<file path="src/hw/spi_dv_pkg.sv">
// Constants shared by the serial data path: register map, field layout, states.
// Assumes an AXI4-Lite master with byte addresses and 32-bit data.
package spi_dv_pkg;

	// Register byte offsets.
	localparam logic [7:0] OFF_CTRL = 8'h00;
	localparam logic [7:0] OFF_DIV = 8'h04;
	localparam logic [7:0] OFF_RX0 = 8'h10;
	localparam logic [7:0] OFF_RX1 = 8'h14;
	localparam logic [7:0] OFF_TX0 = 8'h20;
	localparam logic [7:0] OFF_TX1 = 8'h24;
	localparam logic [7:0] OFF_PAT = 8'h34;
	localparam logic [7:0] OFF_DMA = 8'h38;

	// Reset values.
	localparam logic [31:0] PAT_RESET = 32'h007fff87;
	localparam logic [31:0] ZERO_WORD = 32'h00000000;

	// Control and divisor register field positions.
	localparam int CTRL_BUSY = 0;
	localparam int LEN_LO = 8;
	localparam int LEN_W = 5;
	localparam int CNT_BIT = 16;
	localparam int POL_BIT = 17;
	localparam int DIV_B_LO = 16;

	// DMA start register field positions.
	localparam int DMA_TX_BIT = 0;
	localparam int DMA_RX_BIT = 1;

	// Bit lengths.
	localparam logic [5:0] FULL_LEN = 6'h20;
	localparam logic [5:0] VAR_LEN = 6'h10;

	// AXI responses.
	localparam logic [1:0] RESP_OKAY = 2'h0;
	localparam logic [1:0] RESP_SLVERR = 2'h2;

	typedef enum logic [1:0] {
		ST_IDLE = 2'b00,
		ST_LEAD = 2'b01,
		ST_TRAIL = 2'b10,
		ST_NEXT = 2'b11
	} shift_state_t;

endpackage : spi_dv_pkg

</file>
<file path="src/hw/spi_data_dma_clock_rate_pattern.sv">
// Serial data path of an SPI master: transmit and receive words, bit length,
// variable clock pattern and DMA request logic, with an AXI4-Lite register port.
// Assumes ref_clk is the peripheral clock and miso arrives asynchronously.
//
// Operation
// Transmit words are held and sent next transfer using only the low length bits.
// Length 8 and count 0 shift out bits 7 to 0 of the first word.
// Length 0 means 32 bits; count 1 sends first word then second word.
// Each clock pattern bit picks divisor_a when zero, divisor_b when one.
// Clock pattern applies only with idle level zero and 16-bit transfers.
// Receive DMA start bit makes the block request receive moves by itself.
// Transmit DMA start bit makes the block request transmit moves by itself.
// Under DMA the block sets busy itself; software leaves busy alone.
// Received data of the last transfer lands in receive words, low bits valid.
// Busy clears once the last exchange of the count has completed.
//
// Our own choice: the AXI4-Lite slave port.
`timescale 1ns/1ps

////////////////////////////////////////////////////////////////////////////////

module rx_word_fifo #(
	parameter int WIDTH = 32,
	parameter int DEPTH = 8
) (
	// Clock and reset.
	input wire logic clk,
	input wire logic rst,
	// Filling side.
	input wire logic in_valid,
	output logic in_ready,
	input wire logic [WIDTH-1:0] in_data,
	// Draining side.
	output logic out_valid,
	input wire logic out_ready,
	output logic [WIDTH-1:0] out_data,
	// Fill level.
	output logic [$clog2(DEPTH+1)-1:0] level
);
	localparam int PW = $clog2(DEPTH);
	localparam logic [$clog2(DEPTH+1)-1:0] FULL = DEPTH[$clog2(DEPTH+1)-1:0];

	generate
		if (DEPTH < 2 || (1 << PW) != DEPTH) begin : g_bad
			$error("rx_word_fifo depth must be a power of two of at least 2");
		end
	endgenerate

	logic [WIDTH-1:0] mem [DEPTH];
	logic [PW-1:0] wr_ptr;
	logic [PW-1:0] rd_ptr;
	logic push;
	logic pop;

	assign in_ready = level != FULL;
	assign out_valid = level != '0;
	assign out_data = mem[rd_ptr];
	assign push = in_valid & in_ready;
	assign pop = out_valid & out_ready;

	always_ff @(posedge clk) begin
		if (push) begin
			mem[wr_ptr] <= in_data;
		end
	end

	always_ff @(posedge clk or posedge rst) begin
		if (rst) begin
			wr_ptr <= '0;
			rd_ptr <= '0;
			level <= '0;
		end else begin
			if (push) begin
				wr_ptr <= wr_ptr + 1'b1;
			end
			if (pop) begin
				rd_ptr <= rd_ptr + 1'b1;
			end
			if (push && !pop) begin
				level <= level + 1'b1;
			end else if (pop && !push) begin
				level <= level - 1'b1;
			end
		end
	end
endmodule : rx_word_fifo

////////////////////////////////////////////////////////////////////////////////

module spi_data_dma_clock_rate_pattern #(
	parameter int DIV_W = 16,
	parameter int FIFO_DEPTH = 8
) (
	// Clock and reset.
	input wire logic ref_clk,
	input wire logic rst,
	// AXI4-Lite write address and data.
	input wire logic [7:0] s_axi_awaddr,
	input wire logic s_axi_awvalid,
	output logic s_axi_awready,
	input wire logic [31:0] s_axi_wdata,
	input wire logic [3:0] s_axi_wstrb,
	input wire logic s_axi_wvalid,
	output logic s_axi_wready,
	// AXI4-Lite write response.
	output logic [1:0] s_axi_bresp,
	output logic s_axi_bvalid,
	input wire logic s_axi_bready,
	// AXI4-Lite read.
	input wire logic [7:0] s_axi_araddr,
	input wire logic s_axi_arvalid,
	output logic s_axi_arready,
	output logic [31:0] s_axi_rdata,
	output logic [1:0] s_axi_rresp,
	output logic s_axi_rvalid,
	input wire logic s_axi_rready,
	// Serial pins.
	output logic sclk,
	output logic mosi,
	input wire logic miso,
	output logic ss_n,
	// Controller status.
	output logic busy,
	// Transmit DMA words.
	input wire logic tx_dma_valid,
	input wire logic [31:0] tx_dma_data,
	output logic tx_dma_ready,
	// Receive DMA words.
	output logic rx_dma_valid,
	output logic [31:0] rx_dma_data,
	input wire logic rx_dma_ready
);
	localparam int LW = $clog2(FIFO_DEPTH+1);
	localparam logic [LW-1:0] ROOM_MAX = LW'(FIFO_DEPTH - 2);

	generate
		if (DIV_W < 1 || DIV_W > 16) begin : g_bad_div
			$error("divisor width must lie between 1 and 16");
		end
	endgenerate

	// Registers.
	logic [spi_dv_pkg::LEN_W-1:0] bit_length_field;
	logic transfer_count;
	logic clock_idle_level;
	logic [DIV_W-1:0] divisor_a;
	logic [DIV_W-1:0] divisor_b;
	logic [31:0] transmit_word_first;
	logic [31:0] transmit_word_second;
	logic [31:0] receive_word_first;
	logic [31:0] receive_word_second;
	logic [31:0] clock_rate_pattern;
	logic transmit_dma_go;
	logic receive_dma_go;

	// Bus state.
	logic aw_held;
	logic w_held;
	logic [7:0] wr_addr;
	logic [31:0] wr_data;
	logic [3:0] wr_strb;
	logic wr_do;

	// Shifter state.
	spi_dv_pkg::shift_state_t state;
	logic [DIV_W-1:0] cnt;
	logic [5:0] bit_pos;
	logic [4:0] half_idx;
	logic word_idx;
	logic [31:0] tx_cur;
	logic [31:0] rx_shift;
	logic miso_meta;
	logic miso_s;
	logic tx_fill;
	logic tx_take;
	logic last_exchange;

	// Derived configuration.
	logic [5:0] len;
	logic var_mode;
	logic [DIV_W-1:0] half_next;
	logic [4:0] pat_idx;
	logic room;
	logic start;

	// Receive buffer.
	logic fifo_in_ready;
	logic fifo_out_valid;
	logic [31:0] fifo_out_data;
	logic fifo_pop_ready;
	logic [LW-1:0] fifo_level;
	logic fifo_push;

	function automatic logic [31:0] merge(input logic [31:0] old, input logic [31:0] nw,
		input logic [3:0] strb);
		logic [31:0] r;
		r = old;
		for (int i = 0; i < 4; i++) begin
			if (strb[i]) begin
				r[8*i +: 8] = nw[8*i +: 8];
			end
		end
		return r;
	endfunction : merge

	////////////////////////////////////////////////////////////////////////////////

	// A length field of zero stands for a full word.
	assign len = (bit_length_field == '0) ? spi_dv_pkg::FULL_LEN : {1'b0, bit_length_field};
	assign var_mode = !clock_idle_level && (len == spi_dv_pkg::VAR_LEN);
	// The pattern is read per half period, so 16 bits use all 32 pattern bits.
	// The divisor is loaded for the half that starts next, so the index looks one ahead.
	assign pat_idx = (state == spi_dv_pkg::ST_LEAD || state == spi_dv_pkg::ST_TRAIL) ?
		half_idx + 5'h01 : 5'h00;
	assign half_next = (var_mode && clock_rate_pattern[pat_idx]) ? divisor_b : divisor_a;
	assign room = fifo_level <= ROOM_MAX;
	// Receive DMA stalls the shifter until both receive words fit in the buffer.
	assign start = busy && (state == spi_dv_pkg::ST_IDLE) && (!receive_dma_go || room);
	assign last_exchange = (word_idx == transfer_count);
	assign tx_take = tx_dma_valid && tx_dma_ready;
	assign fifo_push = receive_dma_go && (state == spi_dv_pkg::ST_NEXT) && fifo_in_ready;
	assign fifo_pop_ready = !rx_dma_valid || rx_dma_ready;
	assign wr_do = aw_held && w_held && !s_axi_bvalid;

	////////////////////////////////////////////////////////////////////////////////

	always_ff @(posedge ref_clk or posedge rst) begin
		if (rst) begin
			s_axi_awready <= 1'b1;
			s_axi_wready <= 1'b1;
			aw_held <= 1'b0;
			w_held <= 1'b0;
			wr_addr <= 8'h00;
			wr_data <= spi_dv_pkg::ZERO_WORD;
			wr_strb <= 4'h0;
			s_axi_bvalid <= 1'b0;
			s_axi_bresp <= spi_dv_pkg::RESP_OKAY;
		end else begin
			if (s_axi_awvalid && s_axi_awready) begin
				aw_held <= 1'b1;
				wr_addr <= s_axi_awaddr;
				s_axi_awready <= 1'b0;
			end
			if (s_axi_wvalid && s_axi_wready) begin
				w_held <= 1'b1;
				wr_data <= s_axi_wdata;
				wr_strb <= s_axi_wstrb;
				s_axi_wready <= 1'b0;
			end
			if (wr_do) begin
				aw_held <= 1'b0;
				w_held <= 1'b0;
				s_axi_bvalid <= 1'b1;
				unique case (wr_addr)
					spi_dv_pkg::OFF_CTRL, spi_dv_pkg::OFF_DIV, spi_dv_pkg::OFF_TX0,
					spi_dv_pkg::OFF_TX1, spi_dv_pkg::OFF_PAT, spi_dv_pkg::OFF_DMA,
					spi_dv_pkg::OFF_RX0, spi_dv_pkg::OFF_RX1: begin
						s_axi_bresp <= spi_dv_pkg::RESP_OKAY;
					end
					default: begin
						s_axi_bresp <= spi_dv_pkg::RESP_SLVERR;
					end
				endcase
			end
			if (s_axi_bvalid && s_axi_bready) begin
				s_axi_bvalid <= 1'b0;
				s_axi_awready <= 1'b1;
				s_axi_wready <= 1'b1;
			end
		end
	end

	always_ff @(posedge ref_clk or posedge rst) begin
		if (rst) begin
			s_axi_arready <= 1'b1;
			s_axi_rvalid <= 1'b0;
			s_axi_rdata <= spi_dv_pkg::ZERO_WORD;
			s_axi_rresp <= spi_dv_pkg::RESP_OKAY;
		end else if (s_axi_arvalid && s_axi_arready) begin
			s_axi_arready <= 1'b0;
			s_axi_rvalid <= 1'b1;
			s_axi_rresp <= spi_dv_pkg::RESP_OKAY;
			s_axi_rdata <= spi_dv_pkg::ZERO_WORD;
			unique case (s_axi_araddr)
				spi_dv_pkg::OFF_CTRL: begin
					s_axi_rdata[spi_dv_pkg::CTRL_BUSY] <= busy;
					s_axi_rdata[spi_dv_pkg::LEN_LO +: spi_dv_pkg::LEN_W] <= bit_length_field;
					s_axi_rdata[spi_dv_pkg::CNT_BIT] <= transfer_count;
					s_axi_rdata[spi_dv_pkg::POL_BIT] <= clock_idle_level;
				end
				spi_dv_pkg::OFF_DIV: begin
					s_axi_rdata[DIV_W-1:0] <= divisor_a;
					s_axi_rdata[spi_dv_pkg::DIV_B_LO +: DIV_W] <= divisor_b;
				end
				spi_dv_pkg::OFF_RX0: begin
					s_axi_rdata <= receive_word_first;
				end
				spi_dv_pkg::OFF_RX1: begin
					s_axi_rdata <= receive_word_second;
				end
				spi_dv_pkg::OFF_TX0, spi_dv_pkg::OFF_TX1: begin
					s_axi_rdata <= spi_dv_pkg::ZERO_WORD;
				end
				spi_dv_pkg::OFF_PAT: begin
					s_axi_rdata <= clock_rate_pattern;
				end
				spi_dv_pkg::OFF_DMA: begin
					s_axi_rdata[spi_dv_pkg::DMA_TX_BIT] <= transmit_dma_go;
					s_axi_rdata[spi_dv_pkg::DMA_RX_BIT] <= receive_dma_go;
				end
				default: begin
					s_axi_rresp <= spi_dv_pkg::RESP_SLVERR;
				end
			endcase
		end else if (s_axi_rvalid && s_axi_rready) begin
			s_axi_rvalid <= 1'b0;
			s_axi_arready <= 1'b1;
		end
	end

	////////////////////////////////////////////////////////////////////////////////

	// Configuration written by software.
	always_ff @(posedge ref_clk or posedge rst) begin
		if (rst) begin
			bit_length_field <= '0;
			transfer_count <= 1'b0;
			clock_idle_level <= 1'b0;
			divisor_a <= '0;
			divisor_b <= '0;
			clock_rate_pattern <= spi_dv_pkg::PAT_RESET;
			transmit_dma_go <= 1'b0;
			receive_dma_go <= 1'b0;
		end else if (wr_do) begin
			if (wr_addr == spi_dv_pkg::OFF_CTRL && wr_strb[1]) begin
				bit_length_field <= wr_data[spi_dv_pkg::LEN_LO +: spi_dv_pkg::LEN_W];
			end
			if (wr_addr == spi_dv_pkg::OFF_CTRL && wr_strb[2]) begin
				transfer_count <= wr_data[spi_dv_pkg::CNT_BIT];
				clock_idle_level <= wr_data[spi_dv_pkg::POL_BIT];
			end
			if (wr_addr == spi_dv_pkg::OFF_DIV) begin
				divisor_a <= DIV_W'(merge(32'(divisor_a), wr_data, wr_strb));
				divisor_b <= DIV_W'(merge(32'(divisor_b) << spi_dv_pkg::DIV_B_LO, wr_data,
					wr_strb) >> spi_dv_pkg::DIV_B_LO);
			end
			if (wr_addr == spi_dv_pkg::OFF_PAT) begin
				clock_rate_pattern <= merge(clock_rate_pattern, wr_data, wr_strb);
			end
			if (wr_addr == spi_dv_pkg::OFF_DMA && wr_strb[0]) begin
				transmit_dma_go <= wr_data[spi_dv_pkg::DMA_TX_BIT];
				receive_dma_go <= wr_data[spi_dv_pkg::DMA_RX_BIT];
			end
		end
	end

	// Transmit words come from software or from the transmit DMA port.
	always_ff @(posedge ref_clk or posedge rst) begin
		if (rst) begin
			transmit_word_first <= spi_dv_pkg::ZERO_WORD;
			transmit_word_second <= spi_dv_pkg::ZERO_WORD;
		end else if (tx_take) begin
			if (tx_fill) begin
				transmit_word_second <= tx_dma_data;
			end else begin
				transmit_word_first <= tx_dma_data;
			end
		end else if (wr_do && wr_addr == spi_dv_pkg::OFF_TX0) begin
			transmit_word_first <= merge(transmit_word_first, wr_data, wr_strb);
		end else if (wr_do && wr_addr == spi_dv_pkg::OFF_TX1) begin
			transmit_word_second <= merge(transmit_word_second, wr_data, wr_strb);
		end
	end

	// Transmit DMA requests one word per exchange while the controller is idle.
	always_ff @(posedge ref_clk or posedge rst) begin
		if (rst) begin
			tx_fill <= 1'b0;
			tx_dma_ready <= 1'b0;
		end else if (tx_take) begin
			tx_fill <= !(tx_fill == transfer_count) && !tx_fill;
			tx_dma_ready <= !(tx_fill == transfer_count);
		end else begin
			tx_dma_ready <= transmit_dma_go && !busy && (state == spi_dv_pkg::ST_IDLE);
		end
	end

	// Hardware sets busy for DMA and clears it after the last exchange; a set wins.
	always_ff @(posedge ref_clk or posedge rst) begin
		if (rst) begin
			busy <= 1'b0;
		end else if (wr_do && wr_addr == spi_dv_pkg::OFF_CTRL && wr_strb[0] &&
			wr_data[spi_dv_pkg::CTRL_BUSY]) begin
			busy <= 1'b1;
		end else if (tx_take && tx_fill == transfer_count) begin
			busy <= 1'b1;
		end else if (receive_dma_go && !transmit_dma_go && !busy && room &&
			state == spi_dv_pkg::ST_IDLE) begin
			busy <= 1'b1;
		end else if (state == spi_dv_pkg::ST_NEXT && last_exchange) begin
			busy <= 1'b0;
		end
	end

	////////////////////////////////////////////////////////////////////////////////

	always_ff @(posedge ref_clk or posedge rst) begin
		if (rst) begin
			miso_meta <= 1'b0;
			miso_s <= 1'b0;
		end else begin
			miso_meta <= miso;
			miso_s <= miso_meta;
		end
	end

	// Data go out and are sampled on the trailing edge; the first bit goes out at start.
	always_ff @(posedge ref_clk or posedge rst) begin
		if (rst) begin
			state <= spi_dv_pkg::ST_IDLE;
			cnt <= '0;
			bit_pos <= 6'h00;
			half_idx <= 5'h00;
			word_idx <= 1'b0;
			tx_cur <= spi_dv_pkg::ZERO_WORD;
			rx_shift <= spi_dv_pkg::ZERO_WORD;
			sclk <= 1'b0;
			mosi <= 1'b0;
			ss_n <= 1'b1;
		end else begin
			unique case (state)
				spi_dv_pkg::ST_IDLE: begin
					sclk <= clock_idle_level;
					if (start) begin
						tx_cur <= transmit_word_first;
						bit_pos <= len - 6'h01;
						mosi <= transmit_word_first[5'(len - 6'h01)];
						rx_shift <= spi_dv_pkg::ZERO_WORD;
						word_idx <= 1'b0;
						half_idx <= 5'h00;
						cnt <= half_next;
						ss_n <= 1'b0;
						state <= spi_dv_pkg::ST_LEAD;
					end else begin
						ss_n <= 1'b1;
					end
				end
				spi_dv_pkg::ST_LEAD: begin
					if (cnt == '0) begin
						sclk <= !sclk;
						half_idx <= half_idx + 5'h01;
						cnt <= half_next;
						state <= spi_dv_pkg::ST_TRAIL;
					end else begin
						cnt <= cnt - 1'b1;
					end
				end
				spi_dv_pkg::ST_TRAIL: begin
					if (cnt == '0) begin
						sclk <= !sclk;
						half_idx <= half_idx + 5'h01;
						rx_shift <= {rx_shift[30:0], miso_s};
						if (bit_pos == 6'h00) begin
							state <= spi_dv_pkg::ST_NEXT;
						end else begin
							bit_pos <= bit_pos - 6'h01;
							mosi <= tx_cur[5'(bit_pos - 6'h01)];
							cnt <= half_next;
							state <= spi_dv_pkg::ST_LEAD;
						end
					end else begin
						cnt <= cnt - 1'b1;
					end
				end
				spi_dv_pkg::ST_NEXT: begin
					if (last_exchange) begin
						ss_n <= 1'b1;
						state <= spi_dv_pkg::ST_IDLE;
					end else begin
						tx_cur <= transmit_word_second;
						bit_pos <= len - 6'h01;
						mosi <= transmit_word_second[5'(len - 6'h01)];
						rx_shift <= spi_dv_pkg::ZERO_WORD;
						word_idx <= 1'b1;
						half_idx <= 5'h00;
						cnt <= half_next;
						state <= spi_dv_pkg::ST_LEAD;
					end
				end
			endcase
		end
	end

	// Receive words keep the last transfer; upper bits stay zero below 32 bits.
	always_ff @(posedge ref_clk or posedge rst) begin
		if (rst) begin
			receive_word_first <= spi_dv_pkg::ZERO_WORD;
			receive_word_second <= spi_dv_pkg::ZERO_WORD;
		end else if (state == spi_dv_pkg::ST_NEXT) begin
			if (word_idx) begin
				receive_word_second <= rx_shift;
			end else begin
				receive_word_first <= rx_shift;
			end
		end
	end

	////////////////////////////////////////////////////////////////////////////////

	rx_word_fifo #(
		.WIDTH(32),
		.DEPTH(FIFO_DEPTH)
	) u_rx_fifo (
		.clk(ref_clk),
		.rst(rst),
		.in_valid(fifo_push),
		.in_ready(fifo_in_ready),
		.in_data(rx_shift),
		.out_valid(fifo_out_valid),
		.out_ready(fifo_pop_ready),
		.out_data(fifo_out_data),
		.level(fifo_level)
	);

	// Output stage keeps the DMA port registered.
	always_ff @(posedge ref_clk or posedge rst) begin
		if (rst) begin
			rx_dma_valid <= 1'b0;
			rx_dma_data <= spi_dv_pkg::ZERO_WORD;
		end else if (fifo_pop_ready) begin
			rx_dma_valid <= fifo_out_valid;
			rx_dma_data <= fifo_out_data;
		end
	end

endmodule : spi_data_dma_clock_rate_pattern

</file>
<file path="config.mk">
export PLATFORM = sky130hd
export DESIGN_NAME = spi_data_dma_clock_rate_pattern
export DESIGN_NICKNAME = d
export VERILOG_FILES = /design/src/hw/spi_dv_pkg.sv /design/src/hw/spi_data_dma_clock_rate_pattern.sv
export SDC_FILE = /design/constraint.sdc
export NUM_CORES = 1
export LEC_CHECK = 0
export BUFFER_PORTS_ARGS = -buffer_cell sky130_fd_sc_hd__buf_2
export CELL_PAD_IN_SITES_DETAIL_PLACEMENT = 0
export CELL_PAD_IN_SITES_GLOBAL_PLACEMENT = 1
export CORE_MARGIN = 3
export CORE_UTILIZATION = 51
export CTS_CLUSTER_SIZE = 8
export DETAILED_ROUTE_END_ITERATION = 10
export GPL_TIMING_DRIVEN = 1
export PLACE_DENSITY_LB_ADDON = 0.08
export SLEW_MARGIN = 0
export SYNTH_ARGS = -nofsm -noshare
export SYNTH_HDL_FRONTEND = slang
export SYNTH_SLANG_ARGS = --single-unit
</file>
<file path="constraint.sdc">
create_clock -name ref_clk -period 16.1 [get_ports ref_clk]
set_input_delay 0 -clock ref_clk [delete_from_list [all_inputs] [get_ports ref_clk]]
set_output_delay 0 -clock ref_clk [all_outputs]
set_load 0.1 [all_outputs]
</file>
==> results_dict.tcl, run 1 <==
set metrics [dict create \
    vias 18800 \
    first_pass_iters 8 \
    pre_cts_ws_ns 12.15 \
    slowest_stage "nor2_4" \
    crit_family "simple AND/OR/NAND/NOR gates" \
    power_frac_comb 0.306 \
    vdd_drop_max_uv 150 \
    post_drt_wl_per_cell_microns 23.7 \
    cts_buffers 95 \
    p_seq_frac 0.392 \
    async_reset_ff_frac 0.627 \
    internal-power_mw 3.84 \
    sw_frac_of_total 0.375 \
    ys_seq_area_frac 0.624 \
    synth-seq-cells 687 \
    cts_tree "built" \
    power-per-cell-area_nw_per_um2 176 \
    finalMaxSlewViolations 0 \
    rsz0062_at_grt "no" \
    final_area_sq_um 35000 \
    skew_ns 0.0250 \
    gr-usage-all-layers 0.258 \
    cp.required_ns 16.35 \
    hold_path.class "input port to flip-flop" \
    cts_max_level 3 \
    syn_inst 2124 \
    max_cap_viol_count 0 \
    diodes 0 \
    fin_crit_ns 3.93 \
    cp.arrival_ns 4.17 \
    place_inst 2970 \
    gp_congestion 0.905 \
    final.setup.tns_ns 0 \
    ff_latch_area_sq_um 18500 \
    synthesis.area_sq_um 29600 \
    p_leak_nw 14.2 \
    path_cells "ha_2 > buf_4 > inv_1 > a211oi_1 > nand2_1 > nor2_4" \
    start_util 0.521 \
    avgSynthCellArea_sq_um 14.0 \
    stdcell_count 3231 \
    path_max_fanout 41 \
    die_x_microns 247 \
    wl_microns 76500 \
    clk_latency_ns 0.64 \
    cts_sinks 687 \
    cts.clk_slew.worst_paths_ns 0.06 \
    clk_path_buf_depth 3 \
    synth_ff_type "dfrtp_1" \
    start_kind "flip-flop" \
    fin_crit_sh 0.244 \
    ant_nets 0 \
    drt_iter0_markers 1516 \
    slew_headroom 0.0703 \
    port_buffers 170 \
    p_clk_frac 0.302 \
    dp.final_hpwl_microns 51600 \
    cts_resized 0 \
    finalNetCount 2512 \
    cts_root_buf "clkbuf_16" \
    num_rows 87 \
    area_growth_pct 18.1 \
    placed_area_sq_um 31300 \
    setup_viol 0 \
    switchingPower_mw 2.30 \
    core_area_sq_um 56900 \
    dieArea_sq_um 61000 \
    tightest_slew_ns 1.39 \
    detail_route.vias_per_cell 5.83 \
    outcome "complete, no violations" \
    hold_depth 5 \
    cp.depth 6 \
    die_h_microns 247 \
    critPathCaptureType "flip-flop" \
    hold_viol_final 0 \
    multi_input_area_sq_um 10700 \
    crit_type "flip-flop to flip-flop" \
    grt_max_degree 163 \
    fmax_ghz 0.255 \
    grt_pass1_wl_microns 119000 \
    cpPeakStageDelay_ns 0.94 \
    grt_overflow 0 \
    io_pins 173 \
    drc 0 \
    reg2regPathDepth 6 \
    grt_antenna_before_repair 0 \
    path_buf_inv 2 \
    fin_ws_ns 12.17 \
    yosysWarnings 0 \
    synth-edff-count 256 \
    grt_pass1_vias 19600 \
    drive_gt1_frac 0.299 \
    fillers 4369 \
    netlist-cell-type-count 72 \
]
## synth_stat cells (6+ instances only)
library cell | n | area (sq um)
buf_2 | 7 | 35.0
nand4_1 | 15 | 93.8
o21ai_0 | 134 | 671
a21oi_1 | 76 | 380
nor2_1 | 93 | 349
mux2i_1 | 83 | 831
dfrtp_1 | 408 | 10200
nor3_1 | 19 | 95.1
o211ai_1 | 12 | 90.1
nor2_2 | 14 | 87.6
o21ai_1 | 7 | 35.0
buf_1 | 24 | 90.1
a22o_1 | 6 | 52.6
nand3_1 | 24 | 120
nand2_1 | 279 | 1050
a222oi_1 | 25 | 250
inv_1 | 22 | 82.6
a31oi_1 | 10 | 62.6
ha_1 | 16 | 200
dfstp_2 | 23 | 604
edfxtp_1 | 256 | 7690
nand2b_1 | 12 | 75.1
mux2_2 | 274 | 3090
a221oi_1 | 10 | 87.6
mux4_2 | 94 | 2120
nor4_1 | 8 | 50.1
xnor2_1 | 11 | 96.3
xor2_1 | 7 | 61.3
clkbuf_1 | 70 | 263
o22ai_1 | 7 | 43.8
## worst min-delay path: stages
cell	delay, ns
buf_2	0.11
nor2b_4	0.04
buf_4	0.29
nand2_1	0.12
o21ai_0	0.06
## per-layer routing
layer,part of all wire,wire [microns],up-vias,GRT usage
met3,0.051,3930,125,0.0453
li1,-,-,8519,-
met4,0.033,2540,0,0.0855
met5,0,0,-,0
met2,0.48,36600,556,0.418
met1,0.44,33400,9644,0.357
## sequential cells by signal (all words and copies together) (netlist names), 5 cells and up
register,flops
bit_pos,6
bit_length_field,5
cnt,16
clock_rate_pattern,32
s_axi_rdata,32
tx_cur,32
divisor_b,16
u_rx_fifo.mem,256
receive_word_first,32
rx_dma_data,32
transmit_word_first,32
wr_data,32
receive_word_second,32
rx_shift,32
half_idx,5
transmit_word_second,32
wr_addr,8
divisor_a,16
## stage by stage
stage          hold WS (ns)  power (mW)  utilization
4_1_cts             0.00504        6.20        0.615
3_5_place_dp          0.110        4.30        0.550
3_3_place_gp          0.109        4.27        0.550
6_report             0.0336        6.15        0.615
5_1_grt              0.0751        6.45        0.615
2_1_floorplan        0.0314        3.78            -
## layout by cell type, fill, tap and decap left out, types with 69 or more instances in the layout
cell	n
buf_2	170
o21ai_0	134
mux2i_1	83
dfrtp_1	405
clkbuf_16	96
edfxtp_1	256
clkbuf_1	69
mux4_2	94
nor2_1	87
a21oi_1	75
mux2_2	274
dlygate4sd3_1	90
nand2_1	279
## power groups by stage
stage          clock network, mW  registers [mW]  logic (mW)
2_1_floorplan                  0            2.69        1.09
3_3_place_gp                   0            2.43        1.83
3_5_place_dp                   0            2.44        1.86
4_1_cts                     1.90            2.41        1.88
5_1_grt                     1.97            2.45        2.03
6_report                    1.86            2.41        1.88
## worst paths after layout
| kind | from | endpoint | slack (ns) |
|---|---|---|---|
| min | rx_dma_ready | rx_dma_data[12] | 0.03 |
| max reg2reg | state[1] | u_rx_fifo.mem[7][1] | 12.17 |
| min reg2reg | miso_meta | miso_s | 0.35 |
| max | state[1] | u_rx_fifo.mem[7][1] | 12.17 |
| min in group asynchronous | rst | divisor_b[6] | 0.04 |
| max in group asynchronous | rst | wr_data[7] | 13.68 |
## cell type report
cell class / instances / area share
Clock buffer: 165 / 0.0760
Clock inverter: 6 / 0.00386
Inverter: 22 / 0.00257
Multi-Input combinational cell: 1310 / 0.306
Sequential cell: 687 / 0.529
Tap cell: 756 / 0.0270
Timing Repair Buffer: 285 / 0.0558
## cells by family (layout without fill, tap and decap cells)
kind of cell	count (synthesis)	in the layout	share of synthesized area
buf+inv	128	478	0.0175
xor+xnor	20	20	0.00642
fa+ha+maj	17	17	0.00743
simple gates	502	502	0.0742
mux	452	452	0.204
compound gates	317	317	0.0659
flops	687	687	0.624
other cells	1	2	0.000127
## repair_timing
action | 4_1_cts | 5_1_grt
setup buffers | 0 | 0
hold buffers | 90 | 0
endpoints found under the hold margin | 234 | 0
(Power assumes the default switching activity.)
==> run 2: changes to the inputs <==
Settings changed: ABC_AREA set to 1, CORE_UTILIZATION 51 to 43.
Clock period 16.1 ns to 3.3 ns, I/O delays scaled along.
==> run 2 against run 1 <==
  * Wire length increased by 22%
  * Clock skew down 0.0032 ns
  * Final cell count increased by 37%
  * Clock-buffer cell count fell by 4
  * Sequential power grew to 4.9 times the previous value
  * Largest cell class unchanged
  * Critical path depth is 3 higher
  * Global-route usage decreased by 0.26 points
  * Maximum frequency is 32% higher
==> results_dict.tcl, run 2 <==
set metrics [dict create \
    cts_max_level 3 \
    core_area_sq_um 68700 \
    synth_ff_type "dfrtp_1" \
    pre_cts_ws_ns 0.273 \
    critPathCaptureType "flip-flop" \
    detail_route.vias_per_cell 5.41 \
    synth_most_common_cell "nand2_1" \
    clk_path_buf_depth 3 \
    grt_pass1_wl_microns 144000 \
    finalMaxSlewViolations 0 \
    largest_reg_flops 256 \
    synthTopCellsByCount "772 x nand2_1, 546 x o21ai_0, 408 x dfrtp_1" \
    dieArea_sq_um 72700 \
    start_kind "flip-flop" \
    cts_tree "built" \
    first_pass_iters 6 \
    die_x_microns 270 \
    path_max_fanout 64 \
    cts_buffers 96 \
    place_inst 4164 \
    ys_seq_area_frac 0.619 \
    grt_max_degree 135 \
    skew_ns 0.0219 \
    cts.clk_slew.worst_paths_ns 0.05 \
    die_h_microns 270 \
    async_reset_ff_frac 0.627 \
    drc 0 \
    io_pins 173 \
    cp.required_ns 3.85 \
    postCtsSetupBuffers 0 \
    power_mw 33.8 \
    rsz0062_at_grt "no" \
    p_leak_nw 14.9 \
    start_util 0.435 \
    drive_gt1_frac 0.115 \
    port_buffers 170 \
    area_growth_pct 19.4 \
    final_core_util 0.520 \
    fmax_ghz 0.335 \
    syn_inst 3167 \
    wl_microns 93000 \
    outcome "complete, no violations" \
    grt_overflow 0 \
    crit_type "flip-flop to flip-flop" \
    fin_ws_ns 0.314 \
    gp_congestion 0.938 \
    ant_nets 0 \
    grt_pass1_vias 23500 \
    cpPeakStageDelay_ns 0.68 \
    setup_viol 0 \
    cp.arrival_ns 3.54 \
    final_common_cell "nand2_1" \
    fin_crit_sh 0.905 \
    r2r_slack_ns 0.31 \
    final_cell_mix "770 x nand2_1, 546 x o21ai_0, 406 x dfrtp_1" \
    synth-edff-count 256 \
    grt_antenna_before_repair 1 \
    yosysWarnings 0 \
    cts_root_buf "clkbuf_16" \
    vdd_drop_max_uv 826 \
    hold_path.class "input port to flip-flop" \
    hold_slack_ns 0.0530 \
    fin_crit_ns 2.99 \
    slew_headroom 0.171 \
    slowest_stage "inv_2" \
    gr-usage-all-layers 0.256 \
    synth.largest_area_cell "dfrtp_1" \
    drt_iter0_markers 2171 \
    path_cells "inv_1 > ha_1 > inv_1 > a21oi_1 > a21oi_1 > nand2_1 > inv_2 > nand3_1 > o21ai_0" \
    cts_sinks 687 \
    synthesis.area_sq_um 29900 \
    power-per-cell-area_nw_per_um2 947 \
    avgSynthCellArea_sq_um 9.44 \
    dp.final_hpwl_microns 61800 \
    netlist-cell-type-count 50 \
    max_cap_viol_count 0 \
    finalNetCount 3536 \
    vias 23900 \
    synth-seq-cells 687 \
    hold_viol_final 0 \
    synth_top_area_frac 0.341 \
    synth.area.top_cells "dfrtp_1 34%, edfxtp_1 26%, nand2_1 9.7%, o21ai_0 9.1%, nand3_1 4.4%" \
    post_drt_wl_per_cell_microns 21.0 \
    tightest_slew_ns 1.24 \
    stdcell_count 4425 \
    num_rows 96 \
    clk_latency_ns 0.64 \
    regMostFlops "u_rx_fifo.mem" \
    diodes 0 \
]
==> run 2: changes by cell type in the layout (fill, tap and decap cells not counted), moves of 94 or more <==
cell / previous run / this run
nand2_1: 279 / 770
o21ai_0: 134 / 546
mux2_2: 274 / 1
nand3_1: 24 / 265
inv_1: 21 / 241
nor2_1: 87 / 205
mux4_2: 94 / 0
==> run 2: worst paths after layout <==
path | startpoint | to | cells past startpoint
max | state[0] | rx_shift[5] | 9
min | s_axi_araddr[5] | s_axi_rdata[17] | 6
max reg2reg | state[0] | rx_shift[5] | 9
min reg2reg | miso_meta | miso_s | 0
max in group asynchronous | rst | receive_word_second[7] | 5
min in group asynchronous | rst | wr_addr[5] | 4
==> run 2: logic make-up (layout without fill, tap and decap cells) <==
kind of cell	count (synthesis)	in the layout	share of synthesized area
compound gates	735	735	0.138
xor+xnor	14	14	0.00410
fa+ha+maj	17	17	0.00736
buf+inv	430	756	0.0556
flops	687	687	0.619
mux	1	1	0.000377
other cells	1	2	0.000125
simple gates	1282	1282	0.175
==> run 2: worst max-delay path, delay by kind of cell, from the launching register on <==
kind	cells	cell delay [ns]
and+or+nand+nor	2	0.41
adders and majority gates	1	0.24
DFF	1	0.42
AOI/OAI and AO/OA	3	0.76
buffers and inverters	3	1.05
==> run 2: per-stage QoR <==
stage | area (sq um) | TNS [ns]
floorplan | 29900 | -1040.87
global placement | 32000 | 0
detailed placement | 32000 | 0
CTS | 35700 | 0
global route | 35700 | 0
finish | 35700 | 0
==> run 2: report_power, final <==
group          switching [mW]  internal, mW
Clock                    3.69          5.44
Sequential               1.19          10.5
Combinational            9.70          3.31
==> run 2: timing repair <==
| item | CTS | global route |
|---|---|---|
| hold buffers | 94 | 0 |
| endpoints found under the setup margin | 0 | 9 |
| hold endpoints to repair | 423 | 0 |
| gates resized for setup | 0 | 2 |
==> run 2: per-layer routing <==
metal / wire (microns) / track usage
met5: 0 / 0
met4: 2860 / 0.0804
met3: 5140 / 0.0392
met2: 43900 / 0.416
met1: 41100 / 0.354
==> run 2: cell type report <==
class / instances / area, sq um
Clock buffer: 161 / 2650
Fill cell: 6321 / 33000
Sequential cell: 687 / 18500
Multi-Input combinational cell: 2051 / 9810
Inverter: 254 / 957
Clock inverter: 6 / 128
Timing Repair Buffer: 335 / 2490
Tap cell: 931 / 1160
